==> config.mk <==
export PLATFORM = sky130hd
export DESIGN_NAME = pwm_array
export DESIGN_NICKNAME = d
export VERILOG_FILES = /design/src/core/pwm_array_pkg.sv /design/src/core/pwm_array.sv
export SDC_FILE = /design/constraint.sdc
export NUM_CORES = 1
export LEC_CHECK = 0
export BUFFER_PORTS_ARGS = -buffer_cell sky130_fd_sc_hd__buf_2
export CAP_MARGIN = 30
export CELL_PAD_IN_SITES_DETAIL_PLACEMENT = 0
export CELL_PAD_IN_SITES_GLOBAL_PLACEMENT = 1
export CORE_ASPECT_RATIO = 1.5
export CORE_MARGIN = 2
export CORE_UTILIZATION = 44
export CTS_BUF_LIST = sky130_fd_sc_hd__clkbuf_2 sky130_fd_sc_hd__clkbuf_4 sky130_fd_sc_hd__clkbuf_8
export DETAILED_ROUTE_END_ITERATION = 8
export MAX_ROUTING_LAYER = met4
export PLACE_DENSITY_LB_ADDON = 0.05
export SKIP_LAST_GASP = 1
export SLEW_MARGIN = 10
export SYNTH_ARGS = -nofsm -noshare
export SYNTH_HDL_FRONTEND = slang
export SYNTH_SLANG_ARGS = --single-unit
==> constraint.sdc <==
create_clock -name hclk -period 3.65 [get_ports hclk]
set_clock_uncertainty 0.2 [all_clocks]
set_input_delay 0.5475 -clock hclk [delete_from_list [all_inputs] [get_ports hclk]]
set_output_delay 0.5475 -clock hclk [all_outputs]
set_load 0.02 [all_outputs]
==> src/core/pwm_array_pkg.sv <==
// Constants and types for the multi-channel PWM timer array
package pwm_array_pkg;

    // ------------------------------------------------------------------
    // Geometry
    // ------------------------------------------------------------------
    localparam int NUM_CH     = 4;
    localparam int MASTER_CH  = 0;
    localparam int CNT_W      = 16;
    localparam int HALF_W     = 8;
    localparam int EXP_W      = 4;
    localparam int ADDR_W     = 8;

    typedef logic [CNT_W-1:0]  cnt_t;
    typedef logic [NUM_CH-1:0] chmask_t;

    // ------------------------------------------------------------------
    // Register byte offsets
    // ------------------------------------------------------------------
    localparam logic [ADDR_W-1:0] OFS_RELOAD0   = 8'h00;
    localparam logic [ADDR_W-1:0] OFS_COUNT0    = 8'h10;
    localparam logic [ADDR_W-1:0] OFS_LEVEL     = 8'h20;
    localparam logic [ADDR_W-1:0] OFS_OUT_EN    = 8'h24;
    localparam logic [ADDR_W-1:0] OFS_POLARITY  = 8'h28;
    localparam logic [ADDR_W-1:0] OFS_ROLE      = 8'h2C;
    localparam logic [ADDR_W-1:0] OFS_START     = 8'h30;
    localparam logic [ADDR_W-1:0] OFS_STOP      = 8'h34;
    localparam logic [ADDR_W-1:0] OFS_ENABLE    = 8'h38;
    localparam logic [ADDR_W-1:0] OFS_CONFIG    = 8'h3C;
    localparam logic [ADDR_W-1:0] OFS_LAST      = 8'h3C;
    localparam int                WORD_SHIFT    = 2;

    // Config register fields
    localparam int CFG_SPLIT_LSB  = 0;
    localparam int CFG_CKSEL_LSB  = 4;
    localparam int CFG_EXPA_LSB   = 8;
    localparam int CFG_EXPB_LSB   = 12;
    // Only these channels can be split into two 8-bit halves
    localparam chmask_t SPLIT_CAPABLE = 4'hA;

    // ------------------------------------------------------------------
    // Reset and special values
    // ------------------------------------------------------------------
    localparam cnt_t    RELOAD_RST = 16'hFFFF;
    localparam cnt_t    COUNT_RST  = 16'hFFFF;
    localparam cnt_t    STOP_VAL   = 16'hFFFF;
    localparam cnt_t    ZERO_VAL   = 16'h0000;
    localparam cnt_t    ONE_VAL    = 16'h0001;
    localparam chmask_t MASK_RST   = 4'h0;
    localparam logic [15:0] CFG_RST = 16'h0000;

    // AHB constants
    localparam logic [1:0] HTRANS_NONSEQ = 2'b10;
    localparam logic       HRESP_OKAY    = 1'b0;
    localparam logic [31:0] RDATA_NONE   = 32'h0000_0000;

    // Output role: 0 = master output mode, 1 = slave output mode
    localparam logic ROLE_MASTER = 1'b0;

    typedef enum logic [1:0] {
        CH_STOPPED  = 2'b00,
        CH_ARMED    = 2'b01,
        CH_COUNTING = 2'b10,
        CH_WAITING  = 2'b11
    } chan_state_e;

endpackage

==> src/core/pwm_array.sv <==
// Timer array with one interval master and up to three PWM slaves
//
// The implementer's own choices: the AHB-Lite slave port and the register offsets.
`timescale 1ns/1ps

// Overview of operation
// - Master reloads, counts down, period reload+1
// - Slave duty equals reload over master reload+1
// - Slave reload beyond period gives full duty
// - Slave loads duty on master event, counts down
// - Slave at zero interrupts, parks at FFFFH
// - Pin active next tick, inactive at zero
// - Channel zero master, three slave channels
// - Counters are sixteen bits wide
// - Split channel uses only its low half
// - Reload values reach counters on master event
// - Output enable off drives static level bit
// - Polarity bit selects active high or low
// - Role bit selects master or slave output
// - Level bit drives pin while counting output off
// - Polarity ignored in master output mode
// - Stop clears enable, holds counters and pins
// - Start and stop triggers read back zero
module pwm_array
    import pwm_array_pkg::*;
(
    input  wire logic              hclk,
    input  wire logic              hresetn,
    input  wire logic              hsel,
    input  wire logic [31:0]       haddr,
    input  wire logic [1:0]        htrans,
    input  wire logic              hwrite,
    input  wire logic [2:0]        hsize,
    input  wire logic [31:0]       hwdata,
    input  wire logic              hready,
    output logic                   hreadyout,
    output logic                   hresp,
    output logic [31:0]            hrdata,
    output logic [NUM_CH-1:0]      pwm_pin,
    output logic [NUM_CH-1:0]      channel_interrupt
);

    // ------------------------------------------------------------------
    // Functions
    // ------------------------------------------------------------------
    function automatic logic [CNT_W-1:0] low_mask(
        input logic [EXP_W-1:0] e);
        low_mask = CNT_W'((32'h1 << e) - 32'h1);
    endfunction

    function automatic logic [CNT_W-1:0] eff_reload(
        input logic [CNT_W-1:0] v, input logic split);
        eff_reload = split ? {{HALF_W{1'b0}}, v[HALF_W-1:0]} : v;
    endfunction

    // ------------------------------------------------------------------
    // State
    // ------------------------------------------------------------------
    logic [CNT_W-1:0]  reload_r [NUM_CH];
    logic [CNT_W-1:0]  count_r  [NUM_CH];
    chan_state_e       state_r  [NUM_CH];
    chmask_t           level_r;
    chmask_t           out_en_r;
    chmask_t           polarity_r;
    chmask_t           role_r;
    chmask_t           enable_r;
    logic [15:0]       config_r;
    logic [CNT_W-1:0]  presc_r;
    chmask_t           irq_r;

    logic [ADDR_W-1:0] addr_r;
    logic              wr_pend_r;
    logic              rd_pend_r;
    logic              rd_wait_r;
    logic [31:0]       hrdata_r;

    logic              tick_a;
    logic              tick_b;
    chmask_t           tick;
    chmask_t           fire;
    logic              master_event;
    chmask_t           start_req;
    chmask_t           stop_req;
    logic              wr_now;

    // ------------------------------------------------------------------
    // AHB-Lite slave
    // ------------------------------------------------------------------
    logic addr_phase;
    assign addr_phase = hsel && htrans[1] && hready;
    assign wr_now     = wr_pend_r;
    // Reads spend one wait state so a preceding write is seen
    assign hreadyout  = !(rd_pend_r && !rd_wait_r);
    assign hresp      = HRESP_OKAY;
    assign hrdata     = hrdata_r;

    always_ff @(posedge hclk or negedge hresetn) begin
        if (!hresetn) begin
            addr_r    <= '0;
            wr_pend_r <= 1'b0;
            rd_pend_r <= 1'b0;
        end else if (hreadyout) begin
            addr_r    <= haddr[ADDR_W-1:0];
            wr_pend_r <= addr_phase && hwrite;
            rd_pend_r <= addr_phase && !hwrite;
        end
    end

    always_ff @(posedge hclk or negedge hresetn) begin
        if (!hresetn) begin
            rd_wait_r <= 1'b0;
            hrdata_r  <= RDATA_NONE;
        end else begin
            rd_wait_r <= rd_pend_r && !rd_wait_r;
            if (rd_pend_r && !rd_wait_r) begin
                if (addr_r < OFS_COUNT0) begin
                    hrdata_r <= 32'(reload_r[addr_r[3:2]]);
                end else if (addr_r < OFS_LEVEL) begin
                    hrdata_r <= 32'(count_r[addr_r[3:2]]);
                end else if (addr_r == OFS_LEVEL) begin
                    hrdata_r <= 32'(level_r);
                end else if (addr_r == OFS_OUT_EN) begin
                    hrdata_r <= 32'(out_en_r);
                end else if (addr_r == OFS_POLARITY) begin
                    hrdata_r <= 32'(polarity_r);
                end else if (addr_r == OFS_ROLE) begin
                    hrdata_r <= 32'(role_r);
                end else if (addr_r == OFS_ENABLE) begin
                    hrdata_r <= 32'(enable_r);
                end else if (addr_r == OFS_CONFIG) begin
                    hrdata_r <= 32'(config_r);
                end else begin
                    hrdata_r <= RDATA_NONE;
                end
            end
        end
    end

    // ------------------------------------------------------------------
    // Register writes
    // ------------------------------------------------------------------
    assign start_req = (wr_now && addr_r == OFS_START) ?
                       hwdata[NUM_CH-1:0] : MASK_RST;
    assign stop_req  = (wr_now && addr_r == OFS_STOP) ?
                       hwdata[NUM_CH-1:0] : MASK_RST;

    always_ff @(posedge hclk or negedge hresetn) begin
        if (!hresetn) begin
            for (int i = 0; i < NUM_CH; i++) begin
                reload_r[i] <= RELOAD_RST;
            end
            out_en_r   <= MASK_RST;
            polarity_r <= MASK_RST;
            role_r     <= MASK_RST;
            config_r   <= CFG_RST;
        end else if (wr_now) begin
            // Reloads are only staged here; counters pick them up later
            if (addr_r < OFS_COUNT0) begin
                reload_r[addr_r[3:2]] <= hwdata[CNT_W-1:0];
            end else if (addr_r == OFS_OUT_EN) begin
                out_en_r <= hwdata[NUM_CH-1:0];
            end else if (addr_r == OFS_POLARITY) begin
                polarity_r <= hwdata[NUM_CH-1:0];
            end else if (addr_r == OFS_ROLE) begin
                role_r <= hwdata[NUM_CH-1:0];
            end else if (addr_r == OFS_CONFIG) begin
                config_r <= hwdata[15:0];
            end
        end
    end

    // ------------------------------------------------------------------
    // Operating clocks from a free prescaler
    // ------------------------------------------------------------------
    always_ff @(posedge hclk or negedge hresetn) begin
        if (!hresetn) begin
            presc_r <= ZERO_VAL;
        end else begin
            presc_r <= presc_r + ONE_VAL;
        end
    end

    assign tick_a = (presc_r & low_mask(config_r[CFG_EXPA_LSB +: EXP_W]))
                    == low_mask(config_r[CFG_EXPA_LSB +: EXP_W]);
    assign tick_b = (presc_r & low_mask(config_r[CFG_EXPB_LSB +: EXP_W]))
                    == low_mask(config_r[CFG_EXPB_LSB +: EXP_W]);

    always_comb begin
        for (int i = 0; i < NUM_CH; i++) begin
            tick[i] = config_r[CFG_CKSEL_LSB + i] ? tick_b : tick_a;
        end
    end

    // ------------------------------------------------------------------
    // Channel events
    // ------------------------------------------------------------------
    always_comb begin
        fire[MASTER_CH] = tick[MASTER_CH] && !start_req[MASTER_CH] &&
            !stop_req[MASTER_CH] && (state_r[MASTER_CH] == CH_ARMED ||
             (state_r[MASTER_CH] == CH_COUNTING &&
              count_r[MASTER_CH] == ZERO_VAL));
        for (int i = 1; i < NUM_CH; i++) begin
            fire[i] = tick[i] && state_r[i] == CH_COUNTING && !stop_req[i] &&
                      count_r[i] == ZERO_VAL && !start_req[i];
        end
    end
    assign master_event = fire[MASTER_CH];

    // ------------------------------------------------------------------
    // Enable status and counters
    // ------------------------------------------------------------------
    always_ff @(posedge hclk or negedge hresetn) begin
        if (!hresetn) begin
            enable_r <= MASK_RST;
        end else begin
            enable_r <= (enable_r & ~stop_req) | start_req;
        end
    end

    always_ff @(posedge hclk or negedge hresetn) begin
        if (!hresetn) begin
            for (int i = 0; i < NUM_CH; i++) begin
                count_r[i] <= COUNT_RST;
                state_r[i] <= CH_STOPPED;
            end
        end else begin
            for (int i = 0; i < NUM_CH; i++) begin
                if (start_req[i]) begin
                    state_r[i] <= (i == MASTER_CH) ? CH_ARMED
                                                   : CH_WAITING;
                end else if (stop_req[i]) begin
                    state_r[i] <= CH_STOPPED;
                end else if (i == MASTER_CH) begin
                    if (fire[i]) begin
                        count_r[i] <= reload_r[i];
                        state_r[i] <= CH_COUNTING;
                    end else if (state_r[i] == CH_COUNTING && tick[i]) begin
                        count_r[i] <= count_r[i] - ONE_VAL;
                    end
                end else if (state_r[i] != CH_STOPPED && master_event) begin
                    count_r[i] <= eff_reload(reload_r[i],
                        config_r[CFG_SPLIT_LSB + i] &&
                        SPLIT_CAPABLE[i]);
                    state_r[i] <= CH_COUNTING;
                end else if (fire[i]) begin
                    count_r[i] <= STOP_VAL;
                    state_r[i] <= CH_WAITING;
                end else if (state_r[i] == CH_COUNTING && tick[i]) begin
                    count_r[i] <= count_r[i] - ONE_VAL;
                end
            end
        end
    end

    always_ff @(posedge hclk or negedge hresetn) begin
        if (!hresetn) begin
            irq_r <= MASK_RST;
        end else begin
            irq_r <= fire;
        end
    end
    assign channel_interrupt = irq_r;

    // ------------------------------------------------------------------
    // Output latch: software level or count-driven
    // ------------------------------------------------------------------
    always_ff @(posedge hclk or negedge hresetn) begin
        if (!hresetn) begin
            level_r <= MASK_RST;
        end else begin
            for (int i = 0; i < NUM_CH; i++) begin
                if (!out_en_r[i]) begin
                    if (wr_now && addr_r == OFS_LEVEL) begin
                        level_r[i] <= hwdata[i];
                    end
                end else if (role_r[i] == ROLE_MASTER) begin
                    if (fire[i]) begin
                        level_r[i] <= !level_r[i];
                    end
                end else if (i != MASTER_CH &&
                             state_r[i] == CH_COUNTING && tick[i] &&
                             !stop_req[i]) begin
                    // Zero count goes inactive, else active
                    level_r[i] <= (count_r[i] != ZERO_VAL) ^
                                  polarity_r[i];
                end
            end
        end
    end
    assign pwm_pin = level_r;
endmodule // pwm_array

==> run summary <==
CP arrival: 3.80 ns
DR WL/cell: 24.5 um
Vias/cell: 5.98
GRT Util Overall: 0.299
Hold crit path type: primary input to flip-flop
CP Capture Type: flip-flop
Count of final setup violators: 0
Seq pwr share: 0.403
Fin crit period: 3.53 ns
Antenna-violating nets left: 0
Peak supply drop: 0.000299 V
Post-route DRC: 0
R2R Setup Slk: 0.12 ns
Multi-input logic area: 0.00646 sq mm
Top post-synthesis cells by area: dfstp_2, dfrtp_1, mux2_2, mux4_2, nand2_1
Max Transition Viols Final: 0
Vias in the first global route: 10,500
CTS Buf Count: 38
DIE AREA: 0.0299 sq mm
Fin crit share: 0.966
Net switching power: 2.32 mW
Clock H-tree levels: 2
Post-synth EDFFs: 0
Gr ovfl total: 0
Critical Path Max Stage Delay: 0.43 ns
Crit path launch type: flip-flop
Die Wd: 142 um
Number of detailed-route iterations in the first pass: 5
Hold Slack: 0.102 ns
I/O pin count: 116
Row count: 75
Fmax achieved: 284 MHz
Top_reg_cell synth: dfstp_2
Status: completed
Share of layout cells above drive strength 1: 0.378
Initial antenna violation count: 1
Largest net degree at the start of global routing: 89
R2r endpoint: count_r[34]$_DFFE_PN1P_
Fill cell count: 2,645
CP startpoint: config_r[15]$_DFFE_PN0P_
Skew-Pair Late Insertion Delay: 0.57 ns
Count of cell types in the netlist: 89
Register area: 0.00562 sq mm
Synthesis-stage register bit count: 218
Final hold vios: 0
Reg2Reg Launch Point: config_r[15]$_DFFE_PN0P_
Area grow syn2layout: 17.6%
DRT Wirelength: 42,800 um
Clk slew on worst S/H paths: 0.06 ns
Pwr dens: 493 mW/mm^2
Post-synth ARST share: 1.00
Vias: 10,400
Sw Share: 0.318
Yosys top cell by area: dfstp_2
Clock share of power: 0.354
Slew HR: 0.504
Post-synth top area share: 0.268
Int Pwr: 4.97 mW
Least-Margin Pin Slew: 0.738 ns
Crit path cell chain: buf_4, buf_4, nor4b_1, mux2i_1, and4_1, nand4_1, o32a_4, or3_4, a21oi_4, buf_4, buf_4, o21ai_1, a22oi_2
First-pass GRT wire length: 64,800 um
Layout Nets: 1,452
Leak: 6.21 nW
DP Wirelength: 32,300 um
Mapped cell area: 0.0126 sq mm
Max-capacitance violation count: 0
Worst Slack Setup Final: 0.123 ns
Slowest CP cell: or3_4
CTS sink count: 218
Initial core utilization: 0.447
Total power: 7.28 mW
Crit path capture: count_r[34]$_DFFE_PN1P_
Die H: 211 um
CTS root buffer: clkbuf_8
Crit Path Class: flip-flop to flip-flop
Worst R2R Path Depth: 13
Crit Path Max Fanout: 18
Most frequent CP cell: buf_4
RSZ-0062 raised after global routing: true
Core Area: 0.0281 sq mm
Register area share after synthesis: 0.447
Clock buffer depth: 3
CTS tree: built
Synth warn: 0
First DRT Iteration DRCs: 576
Place WS: -0.0560 ns
Critical Path RT: 3.93 ns
Port Buffers: 54
GP Congestion: 0.906
Synthesized area per cell: 10.2 sq um
Comb pwr share: 0.243
Post-synthesis cell count: 1,236
cell usage after synthesis, types with 6 or more instances:
cell type,n
a211oi_1,11
a21oi_1,85
a221o_1,6
a22oi_1,6
a2bb2oi_1,6
a311oi_1,14
a31oi_1,6
and2_1,8
and3_1,12
buf_2,19
buf_4,21
clkbuf_1,37
dfrtp_1,90
dfstp_2,128
ha_1,7
inv_1,40
mux2_2,100
mux2i_1,7
mux4_2,32
nand2_1,120
nand2b_1,9
nand3_1,40
nand4_1,9
nor2_1,104
nor2b_1,22
nor3_1,25
nor3b_1,7
nor4_1,10
o211ai_1,11
o21a_1,7
o21ai_0,64
o22ai_1,15
o32ai_1,8
or3_1,21
or4_1,6
xnor2_1,12
xor2_1,8
metal layers:
layer | global-route usage | up-vias | wire, um | share of wire
met3 | 0.0365 | 90 | 1650 | 0.039
met1 | 0.344 | 5248 | 16600 | 0.39
met5 | - | - | 0 | 0
met4 | 0.140 | 0 | 2230 | 0.052
li1 | - | 4805 | - | -
met2 | 0.521 | 289 | 22300 | 0.52
worst min path at each step:
stage	startpoint	to	slack, ns	depth (start not counted)
final	htrans[1]	rd_pend_r$_DFFE_PN0N_	0.10	3
after global placement	addr_r[1]$_DFFE_PN0N_	addr_r[1]$_DFFE_PN0N_	0.24	2
after CTS	htrans[1]	wr_now$_DFFE_PN0N_	0.06	3
after detailed placement	addr_r[1]$_DFFE_PN0N_	addr_r[1]$_DFFE_PN0N_	0.26	2
after floorplan	hresetn	addr_r[0]$_DFFE_PN0N_	0.05	0
after global routing	htrans[1]	rd_pend_r$_DFFE_PN0N_	0.10	3
state kept, by name (all words and copies together), names as in the netlist, 8 cells and up:
register,cells
count_r,64
reload_r,64
config_r,16
hrdata,16
presc_r,15
addr_r,8
state_r,8
stage by stage:
stage          area (sq um)  cells   util   TNS, ns
5_1_grt               14800   1745  0.526   -0.0847
3_5_place_dp          13700   1661  0.488    -0.140
2_1_floorplan         12600   1252      -         0
4_1_cts               14700   1739  0.522  -0.00328
6_report              14800   1745  0.526         0
3_3_place_gp          13700   1661  0.488         0
placed cells by master, fill, tap and decap left out, types with 8 or more instances in the layout:
master and count:
mux2_2 100, o22ai_1 15, a21oi_1 85, nor3_1 24, buf_2 53, nand2b_1 9
and2_1 8, xor2_1 8, clkbuf_4 15, nor2b_1 22, nand3_1 40, dlygate4sd3_1 10
nand2_1 119, a211oi_1 10, nand4_1 9, dfstp_2 128, and3_1 12, nor2_1 102
o211ai_1 11, o32ai_1 8, buf_4 92, dfrtp_1 89, a311oi_1 13, conb_1 17
clkbuf_8 47, or3_1 20, o21ai_0 64, nor4_1 8, mux4_2 32, inv_1 40
xnor2_1 12
final cells by class:
type,count,area share
Multi-Input combinational cell,907,0.438
Sequential cell,218,0.380
Timing Repair Buffer,165,0.0836
Clock buffer,62,0.0514
Tap cell,346,0.0293
Inverter,41,0.0104
Clock inverter,5,0.00695
Antenna cell,1,0.000170
power groups by stage:
stage	Sequential (mW)	Combinational, mW	Clock (mW)
global placement	2.97	1.75	0
floorplan	2.95	1.12	0
finish	2.94	1.77	2.58
global route	2.97	1.90	2.74
CTS	2.94	1.77	2.63
detailed placement	2.98	1.76	0
critical path, delay by kind of cell, from the launching register on:
| family | cells | cell delay [ns] |
|---|---|---|
| AO/OA/AOI/OAI | 4 | 0.74 |
| AND/OR/NAND/NOR | 4 | 1.33 |
| multiplexers | 1 | 0.24 |
| flip-flops | 1 | 0.39 |
| buffers and inverters | 4 | 0.58 |
repair_timing:
item | in CTS | in global routing
hold buffers | 10 | 0
pin swaps | 1 | 6
setup endpoints to repair | 3 | 66
buffers inserted | 1 | 5
hold endpoints to repair | 69 | 0
gates cloned | 0 | 0
resized for setup | 0 | 16
logic make-up (layout without fill, tap and decap cells):
family / Yosys count / in the layout / synth area share
flip-flops: 218 / 218 / 0.447
XOR/XNOR: 20 / 20 / 0.0140
buffers and inverters: 127 / 273 / 0.0485
adder cells (fa/ha/maj): 7 / 7 / 0.00698
other: 1 / 18 / 0.000299
multiplexers: 139 / 139 / 0.153
AO/OA/AOI/OAI: 294 / 294 / 0.156
AND/OR/NAND/NOR: 430 / 430 / 0.174
Note: power is estimated with default switching activity, not from simulation.
